[config.mk]
export PLATFORM = sky130hd
export DESIGN_NAME = mtd_touch_decoder
export DESIGN_NICKNAME = d
export VERILOG_FILES = /design/src/hdl/mtd_pkg.sv /design/src/hdl/mtd_byte_if.sv /design/src/hdl/mtd_i2c_engine.sv /design/src/hdl/mtd_touch_decoder.sv
export SDC_FILE = /design/constraint.sdc
export NUM_CORES = 1
export LEC_CHECK = 0
export BUFFER_PORTS_ARGS = -buffer_cell sky130_fd_sc_hd__buf_2
export CAP_MARGIN = 10
export CORE_UTILIZATION = 25
export DETAILED_ROUTE_END_ITERATION = 8
export SYNTH_ARGS = -nofsm -noshare
export SYNTH_HDL_FRONTEND = slang
export SYNTH_SLANG_ARGS = --single-unit
[constraint.sdc]
create_clock -name clk_sys_i -period 2.92 [get_ports clk_sys_i]
set_input_delay 0.146 -clock clk_sys_i [delete_from_list [all_inputs] [get_ports clk_sys_i]]
set_output_delay 0.146 -clock clk_sys_i [all_outputs]
set_load 0.005 [all_outputs]
[src/hdl/mtd_pkg.sv]
// Purpose: shared constants and types of the multi-touch decoder
// Assumes: 50 MHz reference clock, touch controller on a 100 kHz serial bus
// Notes:   report byte layout and bus address are local conventions
package mtd_pkg;

  // clock and serial bus timing
  localparam int CLK_PERIOD_NS = 20;
  localparam int SCL_PERIOD_NS = 10000;
  localparam int QTR_CYC       = SCL_PERIOD_NS / (4 * CLK_PERIOD_NS);

  // touch controller access
  localparam logic [6:0] TOUCH_ADDR      = 7'h38;
  localparam logic [7:0] TOUCH_FIRST_REG = 8'h00;

  // report layout, one byte per slot, read in this order
  localparam int RPT_BYTES    = 10;
  localparam int RB_GESTURE   = 0;
  localparam int RB_COUNT     = 1;
  localparam int RB_X1_HI     = 2;
  localparam int RB_X1_LO     = 3;
  localparam int RB_Y1_HI     = 4;
  localparam int RB_Y1_LO     = 5;
  localparam int RB_X2_HI     = 6;
  localparam int RB_X2_LO     = 7;
  localparam int RB_Y2_HI     = 8;
  localparam int RB_Y2_LO     = 9;

  // result widths
  localparam int X_W     = 10;
  localparam int Y_W     = 9;
  localparam int COUNT_W = 2;
  localparam logic [COUNT_W-1:0] COUNT_MAX = 2'h2;

  // gesture identifiers, passed through unchanged
  localparam logic [7:0] G1_NORTH       = 8'h10;
  localparam logic [7:0] G1_NORTH_WEST  = 8'h1e;
  localparam logic [7:0] G1_CLICK       = 8'h20;
  localparam logic [7:0] G1_DBL_CLICK   = 8'h22;
  localparam logic [7:0] G1_ROTATE_CW   = 8'h28;
  localparam logic [7:0] G1_ROTATE_CCW  = 8'h29;
  localparam logic [7:0] G2_NORTH       = 8'h30;
  localparam logic [7:0] G2_NORTH_WEST  = 8'h3e;
  localparam logic [7:0] G2_CLICK       = 8'h40;
  localparam logic [7:0] G2_ZOOM_IN     = 8'h48;
  localparam logic [7:0] G2_ZOOM_OUT    = 8'h49;

  // sequence steps
  localparam logic [3:0] STEP_RD_FIRST = 4'h5;
  localparam logic [3:0] STEP_STOP     = 4'hf;

  typedef enum logic [1:0] {
    MTD_CMD_START = 2'h0,
    MTD_CMD_STOP  = 2'h1,
    MTD_CMD_WRITE = 2'h2,
    MTD_CMD_READ  = 2'h3
  } mtd_cmd_t;

endpackage

[src/hdl/mtd_byte_if.sv]
// Purpose: byte-level command channel between sequencer and bus engine
// Assumes: one command outstanding at a time
// Notes:   done is a one-cycle pulse ending each command
`timescale 1ns/1ps
interface mtd_byte_if;
  import mtd_pkg::*;
  mtd_cmd_t   cmd;
  logic       cmd_valid;
  logic [7:0] wdata;
  logic       rd_ack;
  logic       done;
  logic [7:0] rdata;
  logic       nack;

  modport ctrl   (output cmd, cmd_valid, wdata, rd_ack, input done, rdata, nack);
  modport engine (input cmd, cmd_valid, wdata, rd_ack, output done, rdata, nack);
endinterface

[src/hdl/mtd_i2c_engine.sv]
// Purpose: serial bus master executing start, stop, byte write and byte read
// Assumes: single master, no clock stretching by the target
// Notes:   each bit takes four quarter periods of QTR_CYC clocks
`timescale 1ns/1ps
module mtd_i2c_engine
  import mtd_pkg::*;
#(
  parameter int QTR = QTR_CYC
) (
  // clock and reset
  input  wire logic      clk_sys_i,
  input  wire logic      nrst_i,
  // command channel
  mtd_byte_if.engine     bus,
  // serial pins
  output logic           scl_o,
  input  wire logic      sda_i,
  output logic           sda_oe_o
);
  import mtd_pkg::*;

  localparam int DW = $clog2(QTR + 1);
  localparam logic [DW-1:0] DIV_LOAD = DW'(QTR - 1);

  typedef enum logic [1:0] {
    MTD_E_IDLE  = 2'b00,
    MTD_E_START = 2'b01,
    MTD_E_BITS  = 2'b11,
    MTD_E_STOP  = 2'b10
  } mtd_estate_t;

  mtd_estate_t      state_reg, state_next;
  logic [DW-1:0]    div_reg,   div_next;
  logic [1:0]       q_reg,     q_next;
  logic [3:0]       bit_reg,   bit_next;
  logic [7:0]       sh_reg,    sh_next;
  logic             rd_reg,    rd_next;
  logic             ack_reg,   ack_next;
  logic             scl_reg,   scl_next;
  logic             low_reg,   low_next;
  logic             nack_reg,  nack_next;
  logic             done_reg,  done_next;
  logic             sda_s1, sda_s2;
  logic             tick;

  assign tick      = (div_reg == '0);
  assign scl_o     = scl_reg;
  assign sda_oe_o  = low_reg;         // open drain: only ever pulls low
  assign bus.done  = done_reg;
  assign bus.rdata = sh_reg;
  assign bus.nack  = nack_reg;

  always_comb begin
    state_next = state_reg;
    div_next   = (tick || state_reg == MTD_E_IDLE) ? DIV_LOAD : div_reg - DW'(1);
    q_next     = q_reg;
    bit_next   = bit_reg;
    sh_next    = sh_reg;
    rd_next    = rd_reg;
    ack_next   = ack_reg;
    scl_next   = scl_reg;
    low_next   = low_reg;
    nack_next  = nack_reg;
    done_next  = 1'b0;
    case (state_reg)
      MTD_E_IDLE: begin
        if (bus.cmd_valid) begin
          q_next   = 2'h0;
          bit_next = 4'h0;
          sh_next  = bus.wdata;
          rd_next  = (bus.cmd == MTD_CMD_READ);
          ack_next = bus.rd_ack;
          case (bus.cmd)
            MTD_CMD_START: state_next = MTD_E_START;
            MTD_CMD_STOP:  state_next = MTD_E_STOP;
            default:       state_next = MTD_E_BITS;
          endcase
        end
      end
      MTD_E_START: begin
        if (tick) begin
          q_next = q_reg + 2'h1;
          case (q_reg)
            2'h0: begin
              scl_next = 1'b0;
              low_next = 1'b0;
            end
            2'h1: scl_next = 1'b1;
            2'h2: low_next = 1'b1;      // data falls while clock high
            default: begin
              scl_next   = 1'b0;
              done_next  = 1'b1;
              state_next = MTD_E_IDLE;
            end
          endcase
        end
      end
      MTD_E_STOP: begin
        if (tick) begin
          q_next = q_reg + 2'h1;
          case (q_reg)
            2'h0: begin
              scl_next = 1'b0;
              low_next = 1'b1;
            end
            2'h1: scl_next = 1'b1;
            2'h2: low_next = 1'b0;      // data rises while clock high
            default: begin
              done_next  = 1'b1;
              state_next = MTD_E_IDLE;
            end
          endcase
        end
      end
      MTD_E_BITS: begin
        if (tick) begin
          q_next = q_reg + 2'h1;
          case (q_reg)
            2'h0: begin
              scl_next = 1'b0;
              if (bit_reg == 4'h8) begin
                low_next = rd_reg & ack_reg;
              end else begin
                low_next = ~rd_reg & ~sh_reg[7];
              end
            end
            2'h1: scl_next = 1'b1;
            2'h2: begin
              // shifting in on writes too keeps one path for both directions
              if (bit_reg == 4'h8) begin
                nack_next = ~rd_reg & sda_s2;
              end else begin
                sh_next = {sh_reg[6:0], sda_s2};
              end
            end
            default: begin
              scl_next = 1'b0;
              if (bit_reg == 4'h8) begin
                done_next  = 1'b1;
                state_next = MTD_E_IDLE;
              end else begin
                bit_next = bit_reg + 4'h1;
              end
            end
          endcase
        end
      end
      default: state_next = MTD_E_IDLE;
    endcase
  end

  always_ff @(posedge clk_sys_i or negedge nrst_i) begin
    if (!nrst_i) begin
      state_reg <= MTD_E_IDLE;
      div_reg   <= '0;
      q_reg     <= 2'h0;
      bit_reg   <= 4'h0;
      sh_reg    <= 8'h00;
      rd_reg    <= 1'b0;
      ack_reg   <= 1'b0;
      scl_reg   <= 1'b1;
      low_reg   <= 1'b0;
      nack_reg  <= 1'b0;
      done_reg  <= 1'b0;
      sda_s1    <= 1'b1;
      sda_s2    <= 1'b1;
    end else begin
      state_reg <= state_next;
      div_reg   <= div_next;
      q_reg     <= q_next;
      bit_reg   <= bit_next;
      sh_reg    <= sh_next;
      rd_reg    <= rd_next;
      ack_reg   <= ack_next;
      scl_reg   <= scl_next;
      low_reg   <= low_next;
      nack_reg  <= nack_next;
      done_reg  <= done_next;
      sda_s1    <= sda_i;
      sda_s2    <= sda_s1;
    end
  end

endmodule // mtd_i2c_engine

[src/hdl/mtd_touch_decoder.sv]
// Purpose: reads touch reports from the controller and presents decoded results
// Assumes: controller raises its active-low interrupt when a report is waiting
// Notes:   a failed address phase drops the event without a report
//
// Summary of operation
// - single reference clock; block held in reset while active-low reset is low.
// - block is bus master; drives serial clock, data line is two-way.
// - rising report pulse means all six result outputs hold valid values.
// - first contact horizontal position is a 10-bit unsigned output.
// - first contact vertical position is a 9-bit unsigned output.
// - second contact position on separate outputs, 10 and 9 bits wide.
// - contact count on 2 bits; only zero, one, two; never three.
// - gesture identifier on an 8-bit output, valid with the report pulse.
// - gesture codes are the defined one-point and two-point identifiers; the block passes any other byte through unchanged.
`timescale 1ns/1ps
module mtd_touch_decoder
  import mtd_pkg::*;
#(
  parameter int         QTR        = QTR_CYC,
  parameter logic [6:0] DEV_ADDR   = TOUCH_ADDR,
  parameter logic [7:0] FIRST_REG  = TOUCH_FIRST_REG
) (
  // clock and reset
  input  wire logic                clk_sys_i,
  input  wire logic                nrst_i,
  // touch controller
  input  wire logic                touch_irq_in_n_i,
  output logic                     touch_scl_o,
  input  wire logic                touch_sda_io_i,
  output logic                     touch_sda_io_o,
  output logic                     touch_sda_io_oe_o,
  // decoded results
  output logic                     report_valid_pulse_o,
  output logic [mtd_pkg::X_W-1:0]  point1_x_o,
  output logic [mtd_pkg::Y_W-1:0]  point1_y_o,
  output logic [mtd_pkg::X_W-1:0]  point2_x_o,
  output logic [mtd_pkg::Y_W-1:0]  point2_y_o,
  output logic [mtd_pkg::COUNT_W-1:0] contact_count_o,
  output logic [7:0]               gesture_code_o
);
  import mtd_pkg::*;

  typedef enum logic [1:0] {
    MTD_M_IDLE    = 2'b00,
    MTD_M_ISSUE   = 2'b01,
    MTD_M_WAIT    = 2'b11,
    MTD_M_PUBLISH = 2'b10
  } mtd_mstate_t;

  mtd_byte_if link ();

  mtd_mstate_t          state_reg, state_next;
  logic [3:0]           step_reg,  step_next;
  logic                 pend_reg,  pend_next;
  logic                 err_reg,   err_next;
  logic [7:0]           rpt_reg [RPT_BYTES];
  logic [7:0]           rpt_next [RPT_BYTES];
  logic [X_W-1:0]       x1_reg, x1_next, x2_reg, x2_next;
  logic [Y_W-1:0]       y1_reg, y1_next, y2_reg, y2_next;
  logic [COUNT_W-1:0]   cnt_reg, cnt_next;
  logic [7:0]           gest_reg, gest_next;
  logic                 pulse_reg, pulse_next;
  logic                 irq_s1, irq_s2, irq_s3;
  logic                 irq_fall;

  // bus engine, open-drain data: output value is always low
  mtd_i2c_engine #(
    .QTR      (QTR)
  ) u_engine (
    .clk_sys_i (clk_sys_i),
    .nrst_i    (nrst_i),
    .bus       (link.engine),
    .scl_o     (touch_scl_o),
    .sda_i     (touch_sda_io_i),
    .sda_oe_o  (touch_sda_io_oe_o)
  );
  assign touch_sda_io_o = 1'b0;

  // controller pulls its interrupt low when data waits; two stages
  // synchronise the pin, the third only remembers the last level, so
  // a fall is acted on three clocks after it reaches the pin
  assign irq_fall = irq_s3 & ~irq_s2;

  // command for each step of the read sequence
  // steps: start, address write, register, repeated start, address read,
  // ten reads, stop; a refused write skips straight to the stop
  always_comb begin
    link.wdata  = 8'h00;
    link.rd_ack = 1'b1;
    case (step_reg)
      4'h0, 4'h3: link.cmd = MTD_CMD_START;
      4'h1: begin
        link.cmd   = MTD_CMD_WRITE;
        link.wdata = {DEV_ADDR, 1'b0};
      end
      4'h2: begin
        link.cmd   = MTD_CMD_WRITE;
        link.wdata = FIRST_REG;
      end
      4'h4: begin
        link.cmd   = MTD_CMD_WRITE;
        link.wdata = {DEV_ADDR, 1'b1};
      end
      STEP_STOP: link.cmd = MTD_CMD_STOP;
      default: begin
        link.cmd    = MTD_CMD_READ;
        // last byte is refused so the controller releases the line
        link.rd_ack = (step_reg != STEP_STOP - 4'h1);
      end
    endcase
  end
  assign link.cmd_valid = (state_reg == MTD_M_ISSUE);

  always_comb begin
    state_next = state_reg;
    step_next  = step_reg;
    pend_next  = pend_reg | irq_fall;   // an edge during a clear is kept
    err_next   = err_reg;
    rpt_next   = rpt_reg;
    x1_next    = x1_reg;
    y1_next    = y1_reg;
    x2_next    = x2_reg;
    y2_next    = y2_reg;
    cnt_next   = cnt_reg;
    gest_next  = gest_reg;
    pulse_next = 1'b0;
    case (state_reg)
      MTD_M_IDLE: begin
        // one pending flag: several interrupts during a read merge into one
        if (pend_reg) begin
          pend_next  = irq_fall;
          step_next  = 4'h0;
          err_next   = 1'b0;
          state_next = MTD_M_ISSUE;
        end
      end
      MTD_M_ISSUE: state_next = MTD_M_WAIT;
      MTD_M_WAIT: begin
        if (link.done) begin
          // bytes only fill the buffer; visible results move at publish
          if (step_reg >= STEP_RD_FIRST && step_reg < STEP_STOP) begin
            rpt_next[step_reg - STEP_RD_FIRST] = link.rdata;
          end
          if (step_reg == STEP_STOP) begin
            state_next = err_reg ? MTD_M_IDLE : MTD_M_PUBLISH;
          end else if (link.cmd == MTD_CMD_WRITE && link.nack) begin
            err_next   = 1'b1;
            step_next  = STEP_STOP;
            state_next = MTD_M_ISSUE;
          end else begin
            step_next  = step_reg + 4'h1;
            state_next = MTD_M_ISSUE;
          end
        end
      end
      MTD_M_PUBLISH: begin
        // all results change together with the pulse and only here
        // high byte bits above the coordinate width are ignored
        x1_next = {rpt_reg[RB_X1_HI][1:0], rpt_reg[RB_X1_LO]};
        y1_next = {rpt_reg[RB_Y1_HI][0], rpt_reg[RB_Y1_LO]};
        x2_next = {rpt_reg[RB_X2_HI][1:0], rpt_reg[RB_X2_LO]};
        y2_next = {rpt_reg[RB_Y2_HI][0], rpt_reg[RB_Y2_LO]};
        // more contacts than supported are reported as the maximum
        cnt_next = (rpt_reg[RB_COUNT] > 8'(COUNT_MAX)) ? COUNT_MAX
                 : rpt_reg[RB_COUNT][COUNT_W-1:0];
        gest_next  = rpt_reg[RB_GESTURE];
        pulse_next = 1'b1;
        state_next = MTD_M_IDLE;
      end
      default: state_next = MTD_M_IDLE;
    endcase
  end

  always_ff @(posedge clk_sys_i or negedge nrst_i) begin
    if (!nrst_i) begin
      state_reg <= MTD_M_IDLE;
      step_reg  <= 4'h0;
      pend_reg  <= 1'b0;
      err_reg   <= 1'b0;
      for (int i = 0; i < RPT_BYTES; i++) begin
        rpt_reg[i] <= 8'h00;
      end
      x1_reg    <= '0;
      y1_reg    <= '0;
      x2_reg    <= '0;
      y2_reg    <= '0;
      cnt_reg   <= '0;
      gest_reg  <= 8'h00;
      pulse_reg <= 1'b0;
      irq_s1    <= 1'b1;
      irq_s2    <= 1'b1;
      irq_s3    <= 1'b1;
    end else begin
      state_reg <= state_next;
      step_reg  <= step_next;
      pend_reg  <= pend_next;
      err_reg   <= err_next;
      rpt_reg   <= rpt_next;
      x1_reg    <= x1_next;
      y1_reg    <= y1_next;
      x2_reg    <= x2_next;
      y2_reg    <= y2_next;
      cnt_reg   <= cnt_next;
      gest_reg  <= gest_next;
      pulse_reg <= pulse_next;
      irq_s1    <= touch_irq_in_n_i;
      irq_s2    <= irq_s1;
      irq_s3    <= irq_s2;
    end
  end

  assign report_valid_pulse_o = pulse_reg;
  assign point1_x_o           = x1_reg;
  assign point1_y_o           = y1_reg;
  assign point2_x_o           = x2_reg;
  assign point2_y_o           = y2_reg;
  assign contact_count_o      = cnt_reg;
  assign gesture_code_o       = gest_reg;

endmodule // mtd_touch_decoder

## Word level (Yosys, flattened, before mapping)

Cells that the tools add are included.

- Flip-flop bits (word level): 171
- Input bits: 4
- Output and inout bits: 52

- Add/sub/neg operators: 5
- $lt $le $gt $ge: 5
- Equal/unequal tests: 39
- Mux-type cells: 66
- Bitwise operators: 9
- Reduce and logical (&&, ||, !) cells: 33

Operators by type and width:

| kind | count |
|---|---|
| bitwise mux 80 bit | 1 |
| two-way mux 8 bit | 5 |
| demux 8 bit (select 4 bit) | 1 |
| two-way mux 4 bit | 8 |
| two-way mux 2 bit | 13 |
| two-way mux 1 bit | 20 |
| != test 2 x 1 -> 1 bit (second input constant) | 10 |
| AND reduction 5 bit | 4 |
| != test 2 bit (second input constant) | 8 |
| case mux 4 bit (2 select lines) | 2 |
| case mux 8 bit (2 select lines) | 1 |
| == test 2 bit (second input constant) | 7 |
| case mux 1 bit (2 select lines) | 7 |
| case mux 7 bit (2 select lines) | 1 |
| case mux 2 bit (3 select lines) | 2 |
| != test 3 x 1 -> 1 bit (second input constant) | 3 |
| OR reduction 3 bit | 3 |
| adder 4 x 1 -> 4 bit (second input constant) | 2 |
| == test 2 x 1 -> 1 bit (second input constant) | 4 |
| == test 4 x 2 -> 1 bit (second input constant) | 2 |
| == test 4 bit (second input constant) | 2 |
| > comparator 8 x 2 -> 1 bit (second input constant) | 1 |
| zero test 2 bit | 4 |
| case mux 2 bit (2 select lines) | 2 |
| other kinds (30) | 44 |

## Logic depth before layout (Yosys ltp)

Gate-level depths: netlist of run 1.

- Depth in word-level cells: 9
- Depth in mapped cells: 8

## Modules after synthesis

From an unflattened synthesis of run 1, not the netlist that was laid out.

- Cells, all modules: 481
- Area, all modules: 6,373.6 µm²

By module, submodules not included:

| module | instances | cells an instance | area an instance (µm²) |
|---|---|---|---|
| mtd_touch_decoder | 1 | 322 | 4,668.2 |
| mtd_i2c_engine | 1 | 159 | 1,705.4 |

## Least setup slack after synthesis of run 1

No wires, ideal clock.

- Kind: reg-to-reg
- Start point: register step_reg[0]
- End point: register rpt_reg[24] (netlist name)
- Library setup time: 125 ps
- Arrival time: 1,918 ps
- Setup slack: 878 ps
- Cell stages (with the launch flop): 7
- Buffers on the path: 0
- Path through: dfrtp_1 -> inv_1 -> ha_1 -> or3b_4 -> o31ai_4 -> and4_1 -> mux2_2

- Cells in the longest elaborated chain, start to end: 7

Ends and longest elaborated chain:

| what | line | RTL |
|---|---|---|
| start: declaration | mtd_touch_decoder.sv:53 | `logic [3:0] step_reg, step_next;` |
| start signal: assignment | mtd_touch_decoder.sv:195 | `step_reg <= step_next;` |
| subtractor 4 x 3 -> 4 bit | mtd_touch_decoder.sv:142 | `rpt_next[step_reg - STEP_RD_FIRST] = link.rdata;` |
| inverter 4 -> 5 bit (implied by the code) | mtd_touch_decoder.sv:142 |  |
| greater-or-equal comparator 5 bit (implied by the code) / < comparator 5 x 1 -> 1 bit (equally long branches) | mtd_touch_decoder.sv:142 |  |
| logical AND 1 bit (implied by the code) | mtd_touch_decoder.sv:142 |  |
| two-way mux 8 bit (implied by the code) | mtd_touch_decoder.sv:142 |  |
| demux 8 bit (select 4 bit) | mtd_touch_decoder.sv:142 |  |
| bitwise mux 80 bit | mtd_touch_decoder.sv:142 |  |
| end signal: assignment | mtd_touch_decoder.sv:198 | `rpt_reg <= rpt_next;` |
| end: declaration | mtd_touch_decoder.sv:56 | `logic [7:0] rpt_reg [RPT_BYTES];` |

Several ways; a longest one is shown, not always the timed one.
A chain may end at the register's enable or synchronous reset.

## Worst setup path in the final report of run 1

- Start point: register step_reg[0]
- End point: register rpt_reg[48] (netlist name)

The elaborated chain is that of the path after synthesis.

==> flow_metrics.tcl, run 1 <==
set metrics [dict create \
    ir_drop_mv 0.3939 \
    synth_common_cells "172 x nand2_1, 139 x dfrtp_1, 60 x mux2_2, 17 x ha_1, 16 x inv_1" \
    sw_frac_of_total_pct 25.60 \
    syn2layout_area_growth_pct 19.26 \
    cts_tree "yes" \
    yosysTopAreaCell "dfrtp_1" \
    synth.yosys.seq_area_share_pct 57.13 \
    clkPwrFrac_pct 44.4 \
    die_x_microns 161.6 \
    synthXorXnorAreaFrac_pct 0.5504 \
    pwr-share-seq_pct 45.2 \
    crit_path_end_kind "flip-flop" \
    grt_max_degree 79 \
    avgSynthCellArea_sq_um 11.15 \
    ant_nets 0 \
    setup_viol_count_final 0 \
    ys.flop_type "dfrtp_1" \
    synth_compound_area_share_pct 6.703 \
    numCtsBuffers 17 \
    drt-initial-drc-count 375 \
    maxSlewHeadroom_pct 51.94 \
    grt_pass1_wl_microns 22230 \
    synth_adder_area_share_pct 3.342 \
    place.gp.congestion 0.7469 \
    intPower_mw 3.497 \
    core_sq_um 25110 \
    dp_hpwl_microns 8904 \
    die_h_microns 161.6 \
    synth_edf_count 0 \
    max_freq_mhz 418.8 \
    hold_viol 0 \
    dr_total_vias 4233 \
    nets 650 \
    synth_top_family_by_area "simple AND/OR/NAND/NOR gates" \
    n_fill_cell 2622 \
    antenna_found_initial 0 \
    required_ns 3.22 \
    rr_worst_depth 6 \
    syn_inst 571 \
    reg2reg_slack_ns 0.53 \
    synth_area_sq_um 6365 \
    first_pass_iters 6 \
    insertion_delay_ns 0.43 \
    yosysWarningCount 0 \
    maxCapViolations 0 \
    cts-resized-gates 0 \
    cts_sinks 145 \
    rsz0062_at_grt "no" \
    cts_buffer_depth 2 \
    r2r_end "rpt_reg[48]" \
    pin_count 56 \
    critPathKind "reg -> reg" \
    syn_nets 592 \
    worstReg2RegStart "step_reg[0]" \
    synth.area.top_cells "dfrtp_1 55%, mux2_2 11%, nand2_1 10%" \
    wire_per_inst_microns 13.77 \
    layout_setup_ws_ns 0.5322 \
    port_buffers 54 \
    hp-class "in -> async" \
    setup_tns_ns 0 \
    synth_seq_cells 145 \
    drc 0 \
    crit_arrival_ns 2.69 \
    pwr-share-comb_pct 10.4 \
    htreeDepth 4 \
    tightest_slew_ns 0.7209 \
    grt_pass1_vias 4175 \
    async_flop_share_pct 100.0 \
    synth_cell_types 58 \
    diodes 0 \
    clk_pin_slew_worst_paths_ns 0.06 \
    pre_cts_slack_ns 0.5495 \
    cp-start-kind "flip-flop" \
    power.leakage_nw 3.873 \
    path_max_fanout 10 \
    grtUsageTotal_pct 10.92 \
    gr-total-overflow 0 \
    maxSlewViolCount 0 \
    synth.most_common_cell "nand2_1" \
    rows 58 \
    initial_core_util_pct 25.35 \
    synthSimpleGateAreaFrac_pct 17.63 \
    drive_above_1_share_pct 27.26 \
    synth_top_area_share_pct 54.65 \
    power.density_nw_per_um2 619.2 \
    min_period_ns 2.388 \
    fin_crit_sh_pct 81.77 \
    root_buffer "clkbuf_16" \
    drt-total-wl_microns 13390 \
    synthMuxAreaShare_pct 11.56 \
    status "finished, final reports clean" \
    fin_skew_ns 0.01193 \
    routed_via_density 4.355 \
    switching_power_mw 1.204 \
    largest_reg_flops 54 \
    die_area_sq_um 26100 \
]
-- timing repair --
item,4_1_cts,5_1_grt
hold endpoints to repair,71,0
hold buffers,3,0
buffers inserted,0,0
endpoints found under the setup margin,0,0
-- stage by stage --
| step | total power, mW | cells | utilization, % | area (sq um) | hold slack (ns) |
|---|---|---|---|---|---|
| after global placement | 2.648 | 937 | 27.88 | 6999 | 0.2403 |
| final | 4.701 | 972 | 30.23 | 7591 | 0.3400 |
| after floorplan | 2.493 | 571 | - | 6365 | -0.1496 |
| after CTS | 4.759 | 972 | 30.23 | 7591 | 0.3581 |
| after detailed placement | 2.654 | 937 | 27.88 | 6999 | 0.2388 |
| after global routing | 4.913 | 972 | 30.23 | 7591 | 0.3645 |
-- worst max-delay path, stage by stage, from the launching register on --
cell and delay, ns:
dfrtp_1 0.50, inv_1 0.14, ha_1 0.30, nand2b_1 0.10, a21o_1 0.43, nand4_2 0.40
mux2_2 0.38
-- final cells by class --
type | count | area, sq um | share of cell area, %
Timing Repair Buffer | 67 | 381.6 | 5.027
Multi-Input combinational cell | 382 | 2539 | 33.44
Clock buffer | 22 | 444.2 | 5.851
Tap cell | 330 | 412.9 | 5.439
Clock inverter | 10 | 117.6 | 1.549
Inverter | 16 | 60.06 | 0.7912
Sequential cell | 145 | 3636 | 47.90
-- cells in the final DEF (no fill, tap or decap), types with 3 or more instances in the layout --
master / instances
and3_1: 3
buf_2: 53
nand3_1: 9
nand2b_1: 6
or3_1: 3
nand2_1: 172
xnor2_1: 3
dfrtp_1: 139
o211ai_1: 5
dfstp_2: 6
nor2_1: 10
nor3_1: 7
clkbuf_1: 5
o31ai_1: 8
ha_1: 17
clkinvlp_4: 4
a21o_1: 3
and2_1: 3
mux2_2: 60
buf_4: 10
o21ai_0: 14
nor2b_1: 3
inv_1: 16
mux2i_1: 3
a21oi_1: 5
clkbuf_16: 17
dlygate4sd3_1: 3
nand4_2: 3
-- worst max path at each step --
stage / start / endpoint / slack, ns
after floorplan: step_reg[0] / rpt_reg[24] / 0.88
after global placement: step_reg[0] / rpt_reg[54] / 0.63
after detailed placement: step_reg[0] / rpt_reg[48] / 0.55
after CTS: step_reg[0] / rpt_reg[48] / 0.54
after global routing: step_reg[0] / rpt_reg[54] / 0.36
final: step_reg[0] / rpt_reg[48] / 0.53
-- per-layer routing --
layer  GRT usage, %  up-vias  wire length (microns)
met4          4.503        0                    207
li1               -     2047                      -
met2          16.30       72                   6084
met5              0        -                      0
met3          3.441       14                    544
met1          14.55     2100                   6551
-- logic make-up after synthesis --
family	Yosys count
compound gates	54
simple gates	241
flops	145
buf+inv	44
xor+xnor	4
fa+ha+maj	17
mux	65
other cells	1
-- power by group through the flow --
stage	registers [mW]	clock network, mW	logic, mW
final	2.12	2.09	0.491
after global routing	2.13	2.23	0.551
after CTS	2.13	2.13	0.501
after detailed placement	2.16	0	0.492
after global placement	2.16	0	0.489
after floorplan	2.14	0	0.351
Note: power is estimated with default switching activity, not from simulation.
==> run 2, diff against run 1 <==
- ABC_AREA: default -> 1
- clock period: 2.92 -> 1.95 ns (I/O delays scaled with it)
==> run 2 against run 1 <==
  * Combinational power rose to 4.4 times the previous value
  * Critical path depth is 1 higher
  * Synthesized cell count up 35%
  * Count of clock-buffer cells in the layout decreased by 4
  * Largest power group unchanged
  * Critical path type unchanged
  * Non-clock buffer count rose by 13
==> flow_metrics.tcl, run 2 <==
set metrics [dict create \
    status "finished, final reports clean" \
    grt_max_degree 77 \
    pin_count 56 \
    diodes 0 \
    path_max_fanout 8 \
    drt-initial-drc-count 350 \
    ant_nets 0 \
    multi_input_area_sq_um 2487 \
    intPower_mw 5.855 \
    maxCapViolations 0 \
    synth.yosys.seq_area_share_pct 56.75 \
    port_buffers 54 \
    grt-busiest-layer "met2" \
    ir_drop_mv 0.6103 \
    maxSlewHeadroom_pct 64.75 \
    clk_pin_slew_worst_paths_ns 0.06 \
    required_ns 2.25 \
    setup_tns_ns 0 \
    async_flop_share_pct 100.0 \
    power.leakage_nw 4.299 \
    grt.met2_usage_pct 17.95 \
    drt-total-wl_microns 14140 \
    layout_commonest_cell "nand2_1" \
    syn2layout_area_growth_pct 22.12 \
    post-cts-setup-buffer-count 0 \
    die_h_microns 162.1 \
    rows 58 \
    rsz0062_at_grt "yes" \
    crit_arrival_ns 2.15 \
    cts_tree "yes" \
    synth_top_area_share_pct 54.29 \
    syn_inst 770 \
    rr_worst_depth 7 \
    wire_per_inst_microns 11.95 \
    seq_area_sq_um 3636 \
    min_period_ns 1.845 \
    tightest_slew_ns 0.5288 \
    gr-total-overflow 0 \
    grtUsageTotal_pct 11.54 \
    die_x_microns 162.1 \
    pre_cts_slack_ns 0.04036 \
    power.density_nw_per_um2 1153 \
    synth.most_common_cell "nand2_1" \
    cp-start-kind "flip-flop" \
    fin_skew_ns 0.01339 \
    maxSlewViolCount 0 \
    numCtsBuffers 17 \
    layout_common_cells "372 x nand2_1, 139 x dfrtp_1, 53 x buf_2" \
    reg2reg_slack_ns 0.11 \
    layout_setup_ws_ns 0.1054 \
    root_buffer "clkbuf_16" \
    yosysTopAreaCell "dfrtp_1" \
    use_met1_pct 15.73 \
    hp-class "in -> async" \
    n_fill_cell 2620 \
    max_freq_mhz 542.1 \
    worstSetupEndpoint "rpt_reg[48]" \
    fin_crit_sh_pct 94.60 \
    clkPwrFrac_pct 36.9 \
    whs_ns 0.09135 \
    synth_edf_count 0 \
    drc 0 \
    grt_pass1_wl_microns 24250 \
    hold_viol 0 \
    nets 861 \
    switching_power_mw 3.168 \
    r2r_end "rpt_reg[48]" \
    critPathKind "reg -> reg" \
    synth_common_cells "377 x nand2_1, 139 x dfrtp_1, 44 x inv_1, 37 x nand3_1, 35 x nor2_1" \
    synth.area.top_cells "dfrtp_1 54%, nand2_1 22%, ha_1 3.3%" \
    avgSynthCellArea_sq_um 8.321 \
    cts_sinks 145 \
    synth_area_sq_um 6407 \
    drive_above_1_share_pct 15.59 \
    pwr-share-comb_pct 24.0 \
    place.gp.congestion 0.7969 \
    yosysWarningCount 0 \
    synth_cell_types 30 \
    syn_nets 791 \
    setup_viol_count_final 0 \
    cts_buffer_depth 2 \
    met3_usage_pct 2.809 \
    pwr-share-seq_pct 39.1 \
    worstReg2RegStart "step_reg[1]" \
    synth_seq_cells 145 \
    ys.flop_type "dfrtp_1" \
    crit_path_end_kind "flip-flop" \
    core_sq_um 25180 \
    routed_via_density 4.227 \
    insertion_delay_ns 0.42 \
    htreeDepth 4 \
    initial_core_util_pct 25.44 \
    dp_hpwl_microns 9654 \
    sw_frac_of_total_pct 35.11 \
    die_area_sq_um 26270 \
    first_pass_iters 5 \
    largest_reg_flops 54 \
    dr_total_vias 5001 \
    antenna_found_initial 0 \
    grt_pass1_vias 4804 \
    critPathLaunch "step_reg[1]" \
]
[run 2: cell count changes after synthesis, sizes merged, moves of 7 or more]
cell / delta
o21ai: +20
mux2: -62
inv: +30
nor2: +31
nand2b: -7
nand3: +30
nand2: +206
o31ai: -9
[run 2: metal layers]
| layer | vias up | wire (microns) |
|---|---|---|
| met5 | - | 0 |
| met4 | 0 | 156 |
| met3 | 11 | 636 |
| met2 | 98 | 6515 |
| met1 | 2343 | 6829 |
| li1 | 2549 | - |
[run 2: cell families after synthesis]
group                      share of synthesized area, %
and+or+nand+nor                                   30.50
DFF                                               56.75
buffers and inverters                             4.823
AOI/OAI and AO/OA                                 3.730
adders and majority gates                         3.320
xor gates and xnor gates                         0.8201
other                                           0.05853
[run 2: layout make-up]
class                           instances  area share (%)
Sequential cell                       145           46.47
Clock inverter                         14           2.175
Tap cell                              330           5.277
Clock buffer                           18           5.484
Inverter                               46           2.207
Timing Repair Buffer                   80           6.604
Multi-Input combinational cell        550           31.79
[run 2: worst max-delay path, stage by stage, from the launching register on]
cell	delay, ns
dfrtp_1	0.39
inv_1	0.11
ha_1	0.25
xnor2_1	0.18
nor2_2	0.34
nand2_1	0.28
nand2_1	0.12
nand2_1	0.05
[run 2: stage by stage]
step	total power [mW]	instance area (sq um)	util, %	instances
3_3_place_gp	5.709	7178	28.51	1148
6_report	9.023	7825	31.07	1183
4_1_cts	9.128	7807	31.00	1183
3_5_place_dp	5.742	7178	28.51	1148
5_1_grt	9.603	7825	31.07	1183
2_1_floorplan	5.029	6407	-	770
[run 2: worst min-delay path by stage]
stage	startpoint	endpoint	slack, ns	cells after the start
2_1_floorplan	nrst_i	contact_count_o[0]	-0.20	0
3_3_place_gp	nrst_i	u_engine.sda_oe_o	-0.02	1
3_5_place_dp	nrst_i	u_engine.q_reg[1]	-0.02	1
4_1_cts	nrst_i	u_engine.div_reg[5]	0.09	2
5_1_grt	nrst_i	u_engine.div_reg[3]	0.12	2
6_report	nrst_i	u_engine.div_reg[0]	0.09	2
[run 2: what timing repair did]
item / 4_1_cts / 5_1_grt
hold buffers: 3 / 0
endpoints found under the hold margin: 146 / 0
gates resized for setup: 0 / 6
endpoints found under the setup margin: 0 / 53
[run 2: power groups by stage]
| stage | registers, mW | clock network [mW] | logic, mW |
|---|---|---|---|
| 3_5_place_dp | 3.59 | 0 | 2.15 |
| 2_1_floorplan | 3.39 | 0 | 1.64 |
| 6_report | 3.53 | 3.33 | 2.16 |
| 5_1_grt | 3.57 | 3.55 | 2.49 |
| 4_1_cts | 3.53 | 3.42 | 2.17 |
| 3_3_place_gp | 3.59 | 0 | 2.12 |
